File: src/shared/flash_ctrl_pkg.sv
// package: register map, field codes and timing for the flash window/cache control block
package flash_ctrl_pkg;
  // register byte offsets
  localparam logic [7:0] ctrl_off = 8'h00;
  localparam logic [7:0] status_off = 8'h04;
  localparam logic [7:0] nca_start_off = 8'h08;
  localparam logic [7:0] nca_end_off = 8'h0C;
  localparam logic [7:0] ncb_start_off = 8'h10;
  localparam logic [7:0] ncb_end_off = 8'h14;
  localparam logic [7:0] win_start_off = 8'h18;
  localparam logic [7:0] win_end_off = 8'h1C;
  localparam logic [7:0] op_addr_off = 8'h20;
  localparam logic [7:0] command_off = 8'h24;
  localparam logic [7:0] startup_area_ctrl_reg_off = 8'h28;
  localparam logic [7:0] flash_clock_off = 8'h2C;
  // ctrl fields
  localparam int ctrl_cache_en_bit = 0;
  localparam int ctrl_nca_en_bit = 1;
  localparam int ctrl_ncb_en_bit = 2;
  localparam int ctrl_dual_mode_bit = 3;
  // status fields
  localparam int st_busy_bit = 0;
  localparam int st_error_bit = 1;
  localparam int st_ready_bit = 2;
  localparam int st_swap_flag_bit = 3;
  localparam int st_cache_active_bit = 4;
  localparam int st_win_active_bit = 5;
  localparam int st_startup_region_bit = 6;
  // command codes, written to the command register
  localparam logic [3:0] cmd_program = 4'h1;
  localparam logic [3:0] cmd_erase = 4'h2;
  localparam logic [3:0] cmd_reset = 4'h3;
  localparam logic [3:0] cmd_swap_toggle = 4'h4;
  localparam logic [3:0] cmd_clear_ready = 4'h5;
  // startup area select codes
  localparam logic [1:0] select_follow_flag = 2'h0;
  localparam logic [1:0] select_region_zero = 2'h1;
  localparam logic [1:0] select_region_one = 2'h2;
  // reset values
  localparam logic [31:0] ctrl_reset = 32'h0000_0001;
  localparam logic [31:0] flash_clock_reset = 32'h0000_0020;
  localparam logic swap_flag_reset = 1'b1;
  // timing: program/erase and commit times
  localparam int clk_period_ns = 4;
  localparam int op_time_ns = 2000;
  localparam int commit_time_ns = 400;
  localparam int op_cycles = (op_time_ns + clk_period_ns - 1) / clk_period_ns;
  localparam int commit_cycles = (commit_time_ns + clk_period_ns - 1) / clk_period_ns;
  localparam logic [1:0] axi_okay = 2'h0;
  localparam logic [1:0] axi_slverr = 2'h2;
endpackage

File: src/flash_seq_engine.sv
// sequencer engine: busy timing, access window check, error and done reporting
module flash_seq_engine #(
  parameter int addr_w = 24,
  parameter int op_len = flash_ctrl_pkg::op_cycles,
  parameter int commit_len = flash_ctrl_pkg::commit_cycles
) (
  input wire logic aclk,
  input wire logic aresetn,
  input wire logic start_op,
  input wire logic [addr_w-1:0] op_addr,
  input wire logic start_commit,
  input wire logic seq_reset,
  input wire logic win_active,
  input wire logic [addr_w-1:0] win_start,
  input wire logic [addr_w-1:0] win_end,
  output logic busy,
  output logic refused,
  output logic op_done,
  output logic commit_done
);
  typedef enum logic [2:0] {
    st_idle = 3'b001,
    st_op = 3'b010,
    st_commit = 3'b100
  } seq_state_t;

  seq_state_t state;
  logic [15:0] count;

  function automatic logic in_window(input logic [addr_w-1:0] a, input logic [addr_w-1:0] lo,
                                     input logic [addr_w-1:0] hi);
    in_window = (a >= lo) && (a <= hi);
  endfunction

  // ==========================================
  // sequencer state
  always_ff @(posedge aclk) begin
    refused <= 1'b0;
    op_done <= 1'b0;
    commit_done <= 1'b0;
    if (!aresetn) begin
      state <= st_idle;
      count <= 16'h0000;
    end else if (seq_reset) begin
      state <= st_idle;
      count <= 16'h0000;
    end else begin
      unique case (state)
        st_idle: begin
          if (start_commit) begin
            state <= st_commit;
            count <= 16'(commit_len - 1);
          end else if (start_op) begin
            if (win_active && !in_window(op_addr, win_start, win_end)) begin
              refused <= 1'b1;
            end else begin
              state <= st_op;
              count <= 16'(op_len - 1);
            end
          end
        end
        st_op: begin
          if (count == 16'h0000) begin
            state <= st_idle;
            op_done <= 1'b1;
          end else begin
            count <= count - 16'h0001;
          end
        end
        st_commit: begin
          if (count == 16'h0000) begin
            state <= st_idle;
            commit_done <= 1'b1;
          end else begin
            count <= count - 16'h0001;
          end
        end
      endcase
    end
  end

  assign busy = (state != st_idle);
endmodule

File: src/flash_window_swap_cache_ctrl.sv
// top: register slave, non-cacheable ranges, access window, startup swap and select
// ==========================================
module flash_window_swap_cache_ctrl #(
  parameter int addr_w = 24
) (
  input wire logic aclk,
  input wire logic aresetn,
  input wire logic [7:0] s_axi_awaddr,
  input wire logic s_axi_awvalid,
  output logic s_axi_awready,
  input wire logic [31:0] s_axi_wdata,
  input wire logic [3:0] s_axi_wstrb,
  input wire logic s_axi_wvalid,
  output logic s_axi_wready,
  output logic [1:0] s_axi_bresp,
  output logic s_axi_bvalid,
  input wire logic s_axi_bready,
  input wire logic [7:0] s_axi_araddr,
  input wire logic s_axi_arvalid,
  output logic s_axi_arready,
  output logic [31:0] s_axi_rdata,
  output logic [1:0] s_axi_rresp,
  output logic s_axi_rvalid,
  input wire logic s_axi_rready,
  input wire logic [addr_w-1:0] fetch_addr,
  output logic fetch_bypass,
  output logic cache_enable,
  output logic flash_ready_irq,
  output logic startup_region
);
  logic [31:0] ctrl;
  logic [addr_w-1:0] nca_start, nca_end, ncb_start, ncb_end;
  logic [addr_w-1:0] win_start, win_end, op_addr;
  logic [31:0] flash_clock;
  logic [1:0] startup_area_select;
  logic swap_flag_boot, boot_pending;
  logic win_active, range_update, refused_err;
  logic [7:0] aw_addr;
  logic aw_held, w_held;
  logic [31:0] w_data;
  logic [3:0] w_strb;
  logic wr_go;
  logic [3:0] cmd;
  logic start_op, start_commit, seq_reset, swap_go;
  logic busy, refused, op_done, commit_done;
  logic swap_pending;

  function automatic logic [31:0] merge(input logic [31:0] old, input logic [31:0] d, input logic [3:0] s);
    for (int i = 0; i < 4; i++) begin
      if (s[i]) begin
        old[i*8 +: 8] = d[i*8 +: 8];
      end
    end
    merge = old;
  endfunction

  function automatic logic hit(input logic [addr_w-1:0] a, input logic [addr_w-1:0] lo,
                               input logic [addr_w-1:0] hi);
    hit = (a >= lo) && (a <= hi);
  endfunction

  // ==========================================
  // write channel capture: address and data in either order
  always_ff @(posedge aclk) begin
    if (!aresetn) begin
      aw_held <= 1'b0;
      w_held <= 1'b0;
      aw_addr <= 8'h00;
      w_data <= 32'h0000_0000;
      w_strb <= 4'h0;
    end else if (wr_go) begin
      aw_held <= 1'b0;
      w_held <= 1'b0;
    end else begin
      if (s_axi_awvalid && s_axi_awready) begin
        aw_held <= 1'b1;
        aw_addr <= s_axi_awaddr;
      end
      if (s_axi_wvalid && s_axi_wready) begin
        w_held <= 1'b1;
        w_data <= s_axi_wdata;
        w_strb <= s_axi_wstrb;
      end
    end
  end

  assign s_axi_awready = !aw_held && !s_axi_bvalid;
  assign s_axi_wready = !w_held && !s_axi_bvalid;
  assign wr_go = aw_held && w_held && !s_axi_bvalid;

  // ==========================================
  // write response
  always_ff @(posedge aclk) begin
    if (!aresetn) begin
      s_axi_bvalid <= 1'b0;
      s_axi_bresp <= flash_ctrl_pkg::axi_okay;
    end else if (wr_go) begin
      s_axi_bvalid <= 1'b1;
      s_axi_bresp <= (aw_addr[7:2] > flash_ctrl_pkg::flash_clock_off[7:2]) ? flash_ctrl_pkg::axi_slverr
                     : flash_ctrl_pkg::axi_okay;
    end else if (s_axi_bready) begin
      s_axi_bvalid <= 1'b0;
    end
  end

  // ==========================================
  // configuration registers
  always_ff @(posedge aclk) begin
    if (!aresetn) begin
      ctrl <= flash_ctrl_pkg::ctrl_reset;
      nca_start <= '0;
      nca_end <= '0;
      ncb_start <= '0;
      ncb_end <= '0;
      op_addr <= '0;
      flash_clock <= flash_ctrl_pkg::flash_clock_reset;
    end else if (wr_go) begin
      unique case ({aw_addr[7:2], 2'b00})
        flash_ctrl_pkg::ctrl_off: ctrl <= merge(ctrl, w_data, w_strb);
        flash_ctrl_pkg::nca_start_off: nca_start <= addr_w'(merge(32'(nca_start), w_data, w_strb));
        flash_ctrl_pkg::nca_end_off: nca_end <= addr_w'(merge(32'(nca_end), w_data, w_strb));
        flash_ctrl_pkg::ncb_start_off: ncb_start <= addr_w'(merge(32'(ncb_start), w_data, w_strb));
        flash_ctrl_pkg::ncb_end_off: ncb_end <= addr_w'(merge(32'(ncb_end), w_data, w_strb));
        flash_ctrl_pkg::op_addr_off: op_addr <= addr_w'(merge(32'(op_addr), w_data, w_strb));
        flash_ctrl_pkg::flash_clock_off: flash_clock <= merge(flash_clock, w_data, w_strb);
        default: ;
      endcase
    end
  end

  // ==========================================
  // access window, one pair; commits go through the sequencer
  always_ff @(posedge aclk) begin
    if (!aresetn) begin
      win_start <= '0;
      win_end <= '0;
    end else if (wr_go && !busy) begin
      if ({aw_addr[7:2], 2'b00} == flash_ctrl_pkg::win_start_off) begin
        win_start <= addr_w'(merge(32'(win_start), w_data, w_strb));
      end
      if ({aw_addr[7:2], 2'b00} == flash_ctrl_pkg::win_end_off) begin
        win_end <= addr_w'(merge(32'(win_end), w_data, w_strb));
      end
    end
  end

  assign win_active = (win_start != win_end);

  // ==========================================
  // command decode, one-cycle strobes
  assign cmd = w_data[3:0];
  always_ff @(posedge aclk) begin
    if (!aresetn) begin
      start_op <= 1'b0;
      start_commit <= 1'b0;
      seq_reset <= 1'b0;
      swap_go <= 1'b0;
      range_update <= 1'b0;
    end else begin
      start_op <= wr_go && !busy && ({aw_addr[7:2], 2'b00} == flash_ctrl_pkg::command_off)
                  && (cmd == flash_ctrl_pkg::cmd_program || cmd == flash_ctrl_pkg::cmd_erase);
      start_commit <= wr_go && !busy && ({aw_addr[7:2], 2'b00} == flash_ctrl_pkg::win_start_off
                      || {aw_addr[7:2], 2'b00} == flash_ctrl_pkg::win_end_off
                      || ({aw_addr[7:2], 2'b00} == flash_ctrl_pkg::command_off
                          && cmd == flash_ctrl_pkg::cmd_swap_toggle));
      swap_go <= wr_go && !busy && ({aw_addr[7:2], 2'b00} == flash_ctrl_pkg::command_off)
                 && cmd == flash_ctrl_pkg::cmd_swap_toggle;
      seq_reset <= wr_go && ({aw_addr[7:2], 2'b00} == flash_ctrl_pkg::command_off)
                   && cmd == flash_ctrl_pkg::cmd_reset;
      range_update <= wr_go && aw_addr[7:2] >= flash_ctrl_pkg::nca_start_off[7:2]
                      && aw_addr[7:2] <= flash_ctrl_pkg::ncb_end_off[7:2];
    end
  end

  flash_seq_engine #(.addr_w(addr_w)) engine (
    .aclk(aclk),
    .aresetn(aresetn),
    .start_op(start_op),
    .op_addr(op_addr),
    .start_commit(start_commit),
    .seq_reset(seq_reset),
    .win_active(win_active),
    .win_start(win_start),
    .win_end(win_end),
    .busy(busy),
    .refused(refused),
    .op_done(op_done),
    .commit_done(commit_done)
  );

  // ==========================================
  // persistent swap flag; survives reset, boot copy latched after release
  always_ff @(posedge aclk) begin
    if (!aresetn) begin
      swap_pending <= 1'b0;
    end else if (seq_reset) begin
      swap_pending <= 1'b0;
    end else if (swap_go) begin
      swap_pending <= 1'b1;
    end else if (commit_done) begin
      swap_pending <= 1'b0;
    end
  end

  // flag models nonvolatile storage, so bus reset leaves it alone
  logic swap_flag = flash_ctrl_pkg::swap_flag_reset;
  always_ff @(posedge aclk) begin
    if (aresetn && commit_done && swap_pending) begin
      swap_flag <= !swap_flag;
    end
  end

  always_ff @(posedge aclk) begin
    if (!aresetn) begin
      boot_pending <= 1'b1;
      swap_flag_boot <= flash_ctrl_pkg::swap_flag_reset;
    end else if (boot_pending) begin
      boot_pending <= 1'b0;
      swap_flag_boot <= swap_flag;
    end
  end

  // ==========================================
  // startup area select
  always_ff @(posedge aclk) begin
    if (!aresetn) begin
      startup_area_select <= flash_ctrl_pkg::select_follow_flag;
    end else if (wr_go && ({aw_addr[7:2], 2'b00} == flash_ctrl_pkg::startup_area_ctrl_reg_off)
                 && !ctrl[flash_ctrl_pkg::ctrl_dual_mode_bit] && w_strb[0]
                 && w_data[1:0] != 2'h3) begin
      startup_area_select <= w_data[1:0];
    end
  end

  always_ff @(posedge aclk) begin
    if (!aresetn) begin
      startup_region <= 1'b0;
    end else begin
      // three-way select, flag 0 means swapped
      unique case (startup_area_select)
        flash_ctrl_pkg::select_region_zero: startup_region <= 1'b0;
        flash_ctrl_pkg::select_region_one: startup_region <= 1'b1;
        default: startup_region <= !swap_flag_boot;
      endcase
    end
  end

  // ==========================================
  // ready interrupt and error, set wins over clear
  always_ff @(posedge aclk) begin
    if (!aresetn) begin
      flash_ready_irq <= 1'b0;
    end else if (commit_done || op_done) begin
      flash_ready_irq <= 1'b1;
    end else if (wr_go && ({aw_addr[7:2], 2'b00} == flash_ctrl_pkg::command_off)
                 && cmd == flash_ctrl_pkg::cmd_clear_ready) begin
      flash_ready_irq <= 1'b0;
    end
  end

  always_ff @(posedge aclk) begin
    if (!aresetn) begin
      refused_err <= 1'b0;
    end else if (refused) begin
      refused_err <= 1'b1;
    end else if (start_op || seq_reset) begin
      refused_err <= 1'b0;
    end
  end

  // ==========================================
  // cache outputs
  always_ff @(posedge aclk) begin
    if (!aresetn) begin
      cache_enable <= 1'b0;
      fetch_bypass <= 1'b0;
    end else begin
      cache_enable <= ctrl[flash_ctrl_pkg::ctrl_cache_en_bit] && !range_update
                      && !(wr_go && aw_addr[7:2] >= flash_ctrl_pkg::nca_start_off[7:2]
                           && aw_addr[7:2] <= flash_ctrl_pkg::ncb_end_off[7:2]);
      fetch_bypass <= (ctrl[flash_ctrl_pkg::ctrl_nca_en_bit] && hit(fetch_addr, nca_start, nca_end))
                      || (ctrl[flash_ctrl_pkg::ctrl_ncb_en_bit] && hit(fetch_addr, ncb_start, ncb_end));
    end
  end

  // ==========================================
  // read channel, one cycle after address
  assign s_axi_arready = !s_axi_rvalid;
  always_ff @(posedge aclk) begin
    if (!aresetn) begin
      s_axi_rvalid <= 1'b0;
      s_axi_rdata <= 32'h0000_0000;
      s_axi_rresp <= flash_ctrl_pkg::axi_okay;
    end else if (s_axi_arvalid && s_axi_arready) begin
      s_axi_rvalid <= 1'b1;
      s_axi_rresp <= flash_ctrl_pkg::axi_okay;
      s_axi_rdata <= 32'h0000_0000;
      unique case ({s_axi_araddr[7:2], 2'b00})
        flash_ctrl_pkg::ctrl_off: s_axi_rdata <= ctrl;
        flash_ctrl_pkg::status_off: begin
          s_axi_rdata[flash_ctrl_pkg::st_busy_bit] <= busy;
          s_axi_rdata[flash_ctrl_pkg::st_error_bit] <= refused_err;
          s_axi_rdata[flash_ctrl_pkg::st_ready_bit] <= flash_ready_irq;
          s_axi_rdata[flash_ctrl_pkg::st_swap_flag_bit] <= swap_flag;
          s_axi_rdata[flash_ctrl_pkg::st_cache_active_bit] <= cache_enable;
          s_axi_rdata[flash_ctrl_pkg::st_win_active_bit] <= win_active;
          s_axi_rdata[flash_ctrl_pkg::st_startup_region_bit] <= startup_region;
        end
        flash_ctrl_pkg::nca_start_off: s_axi_rdata <= 32'(nca_start);
        flash_ctrl_pkg::nca_end_off: s_axi_rdata <= 32'(nca_end);
        flash_ctrl_pkg::ncb_start_off: s_axi_rdata <= 32'(ncb_start);
        flash_ctrl_pkg::ncb_end_off: s_axi_rdata <= 32'(ncb_end);
        flash_ctrl_pkg::win_start_off: s_axi_rdata <= 32'(win_start);
        flash_ctrl_pkg::win_end_off: s_axi_rdata <= 32'(win_end);
        flash_ctrl_pkg::op_addr_off: s_axi_rdata <= 32'(op_addr);
        flash_ctrl_pkg::command_off: s_axi_rdata <= 32'h0000_0000;
        flash_ctrl_pkg::startup_area_ctrl_reg_off: begin
          if (ctrl[flash_ctrl_pkg::ctrl_dual_mode_bit]) begin
            s_axi_rresp <= flash_ctrl_pkg::axi_slverr;
          end else begin
            s_axi_rdata <= {30'h0000_0000, startup_area_select};
          end
        end
        flash_ctrl_pkg::flash_clock_off: s_axi_rdata <= flash_clock;
        default: s_axi_rresp <= flash_ctrl_pkg::axi_slverr;
      endcase
    end else if (s_axi_rready) begin
      s_axi_rvalid <= 1'b0;
    end
  end
endmodule

File: config.mk
export PLATFORM = sky130hd
export DESIGN_NAME = flash_window_swap_cache_ctrl
export DESIGN_NICKNAME = d
export VERILOG_FILES = /design/src/shared/flash_ctrl_pkg.sv /design/src/flash_seq_engine.sv /design/src/flash_window_swap_cache_ctrl.sv
export SDC_FILE = /design/constraint.sdc
export NUM_CORES = 1
export LEC_CHECK = 0
export ABC_AREA = 1
export ABC_CLOCK_PERIOD_IN_PS = 2500
export BUFFER_PORTS_ARGS = -buffer_cell sky130_fd_sc_hd__buf_2
export CORE_MARGIN = 5
export CORE_UTILIZATION = 30
export CTS_CLUSTER_SIZE = 14
export DETAILED_ROUTE_END_ITERATION = 16
export SYNTH_ARGS = -nofsm -noshare
export SYNTH_HDL_FRONTEND = slang
export SYNTH_SLANG_ARGS = --single-unit
File: constraint.sdc
create_clock -name aclk -period 2.5 [get_ports aclk]
set_clock_uncertainty 0.15 [all_clocks]
set_input_delay 0.125 -clock aclk [delete_from_list [all_inputs] [get_ports aclk]]
set_output_delay 0.125 -clock aclk [all_outputs]
set_load 0.02 [all_outputs]
==> out/summary.txt <==
Post-synth EDFFs: 1
CTS tree: done
Fmax achieved: 426 MHz
Total grt overflow: 0
Iter 0 DRT Violations: 1214
Pwr Density: 635 nW/um2
Syn Inst Count: 2466
Vias per cell: 4.91
Core ar.: 59100 um2
Worst-case clock buffer depth: 3
Mapped Avg Cell Area: 7.29 um2
# rows: 89
GP Congestion: 0.887
Largest net degree at the start of global routing: 140
Die W: 255 um
Hold Fails Final Rpt: 0
Clock root cell: clkbuf_16
H-tree depth: 2
Slowest CP cell: dlygate4sd3_1
Ys async rst share: 0%
Overall power: 13.6 mW
Pre-CTS WS: 113 ps
Synth warn: 0
Yosys reg bits: 350
Post-route ant nets: 0
Leading cell type in the layout, fill and taps excluded: dfxtp_1
Fin crit period: 2350 ps
Util after Layout: 36.2%
Max_cap viols: 0
R2R Setup Slk: 150 ps
Crit path kind: reg2reg
Clk Latency, worst-skew pair: 560 ps
DP Area: 19400 um2
Leak: 8.82 nW
# nets final: 2855
Top Ports: 128
Initial Util: 30.4%
Antenna cells: 0
Outcome: finished clean
Slew Viols, Final: 0
Die area: 64900 um2
Cell mode on critical path: dlygate4sd3_1
Non-Filler Instances: 3423
GRT Util Overall: 17.7%
Routed Wire Length: 59500 um
HP Class: in2reg
CP required: 2780 ps
Most frequently used flop master after synthesis: dfxtp_1
Final TNS setup: 0 ps
Placed Cells: 3289
DR vias: 16804
Layout fillers: 6222
Initial antenna violation count: 0
Synth-to-Final Area Change: 19.2%
Crit-path max FO: 12
CTS Buf Count: 38
Fraction of layout cells with a size suffix above 1: 9.85%
Worst setup margin: 150 ps
Post-synth cell types: 49
Number of global-route vias before repair: 15903
Sequential area share after synthesis: 39.1%
Clk pin slew, worst setup/hold paths: 60 ps
Synthesized area: 18000 um2
Post-DP HPWL: 42700 um
Design area: 21400 um2
Die Y: 255 um
Fin crit share: 94.0%
Worst rel slew slack: 54.5%
Final setup fails: 0
Crit path largest cell delay: 590 ps
Chain of cells forming the critical path: nor2_1, nand2_2, o21ai_0, dlygate4sd3_1, a21oi_1, dlygate4sd3_1
Peak VDD IR: 0.389 mV
Port Buf Inserts: 121
Critical Path Start Type: flip-flop
Most frequent cells in the layout: dfxtp_1, a21oi_1, inv_1
TritonCTS Sinks: 350
First-pass GRT wire length: 90900 um
Detailed Routing Iterations Pass 1: 5
Final hold slack: 43.3 ps
Least-Margin Pin Slew: 683 ps
DR WL/cell: 17.4 um
DRC: 0
Critical Path End Type: flip-flop
CP Data Arrival Time: 2630 ps
-- worst max-delay path, delay by kind of cell (launching register included) --
family | cells | cell delay (ps)
AND/OR/NAND/NOR | 2 | 340
buffers and inverters | 2 | 1140
AO/OA/AOI/OAI | 2 | 250
flip-flops | 1 | 370
-- per-layer routing --
layer | up-vias | global-route usage, % | part of all wire [%]
met5 | - | 0 | 0
met4 | 0 | 4.29 | 2.4
met3 | 80 | 2.73 | 5.4
met2 | 472 | 29.3 | 46
met1 | 7696 | 24.4 | 46
li1 | 8556 | - | -
-- area by class of cell --
type | instances | area (um2) | share of cell area, %
Clock buffer | 50 | 1070 | 4.99
Clock inverter | 14 | 186 | 0.871
Inverter | 350 | 1320 | 6.14
Multi-Input combinational cell | 1652 | 9160 | 42.8
Sequential cell | 350 | 7020 | 32.8
Tap cell | 773 | 967 | 4.52
Timing Repair Buffer | 234 | 1700 | 7.92
-- final timing paths --
path,from,endpoint,cells after the start
max,s_axi_bvalid$_SDFFE_PN0P_,aw_addr[3]$_SDFFE_PN0P_,6
max reg2reg,s_axi_bvalid$_SDFFE_PN0P_,aw_addr[3]$_SDFFE_PN0P_,6
min reg2reg,range_update$_SDFF_PN0_,cache_enable$_SDFF_PN0_,1
min,s_axi_arvalid,s_axi_rdata[31]$_SDFFE_PN0P_,5
-- cells by family (layout without fill, tap and decap cells) --
| family | Yosys count | in the layout | synth area share (%) |
|---|---|---|---|
| XOR/XNOR | 29 | 29 | 1.41 |
| other | 1 | 2 | 0.0209 |
| AND/OR/NAND/NOR | 688 | 689 | 15.9 |
| flip-flops | 350 | 350 | 39.1 |
| AO/OA/AOI/OAI | 786 | 786 | 23.3 |
| adder cells (fa/ha/maj) | 146 | 146 | 10.2 |
| buffers and inverters | 466 | 648 | 10.2 |
-- cell usage after synthesis, types with 10 or more instances --
library cell | n | share of area (%)
ha_1 | 146 | 10
nor2_1 | 287 | 6.0
inv_1 | 338 | 7.1
o21ai_0 | 319 | 8.9
clkbuf_1 | 67 | 1.4
nand4_1 | 26 | 0.91
nand3_1 | 41 | 1.1
inv_2 | 10 | 0.21
o22ai_1 | 62 | 2.2
nor3_1 | 18 | 0.50
dfxtp_1 | 349 | 39
o221ai_1 | 10 | 0.49
xor2_1 | 24 | 1.2
buf_2 | 19 | 0.53
buf_1 | 22 | 0.46
a21oi_1 | 347 | 9.7
nand2_1 | 290 | 6.1
-- report_power, final --
group          internal [mW]  total, mW  leakage [nW]  switching, mW
Combinational          0.631       1.78          5.37           1.15
Sequential              5.77       6.01          2.84          0.245
Clock                   3.42       5.79         0.615           2.38
Total                   9.81       13.6          8.82           3.77
-- state kept, by name, indices dropped and copies added, names as in the netlist, 2 cells and up --
| register | cells |
|---|---|
| startup_area_select | 2 |
| engine.state | 3 |
| nca_end | 24 |
| w_strb | 4 |
| s_axi_rdata | 32 |
| ncb_end | 24 |
| flash_clock | 32 |
| engine.count | 16 |
| win_start | 24 |
| ncb_start | 24 |
| op_addr | 24 |
| nca_start | 24 |
| ctrl | 32 |
| w_data | 32 |
| aw_addr | 6 |
| win_end | 24 |
-- what timing repair did --
action	4_1_cts	5_1_grt
hold endpoints to repair	53	0
hold buffers	68	0
endpoints found under the setup margin	0	25
setup buffers	0	1
resized for setup	0	10
Note: power is estimated with default switching activity, not from simulation.
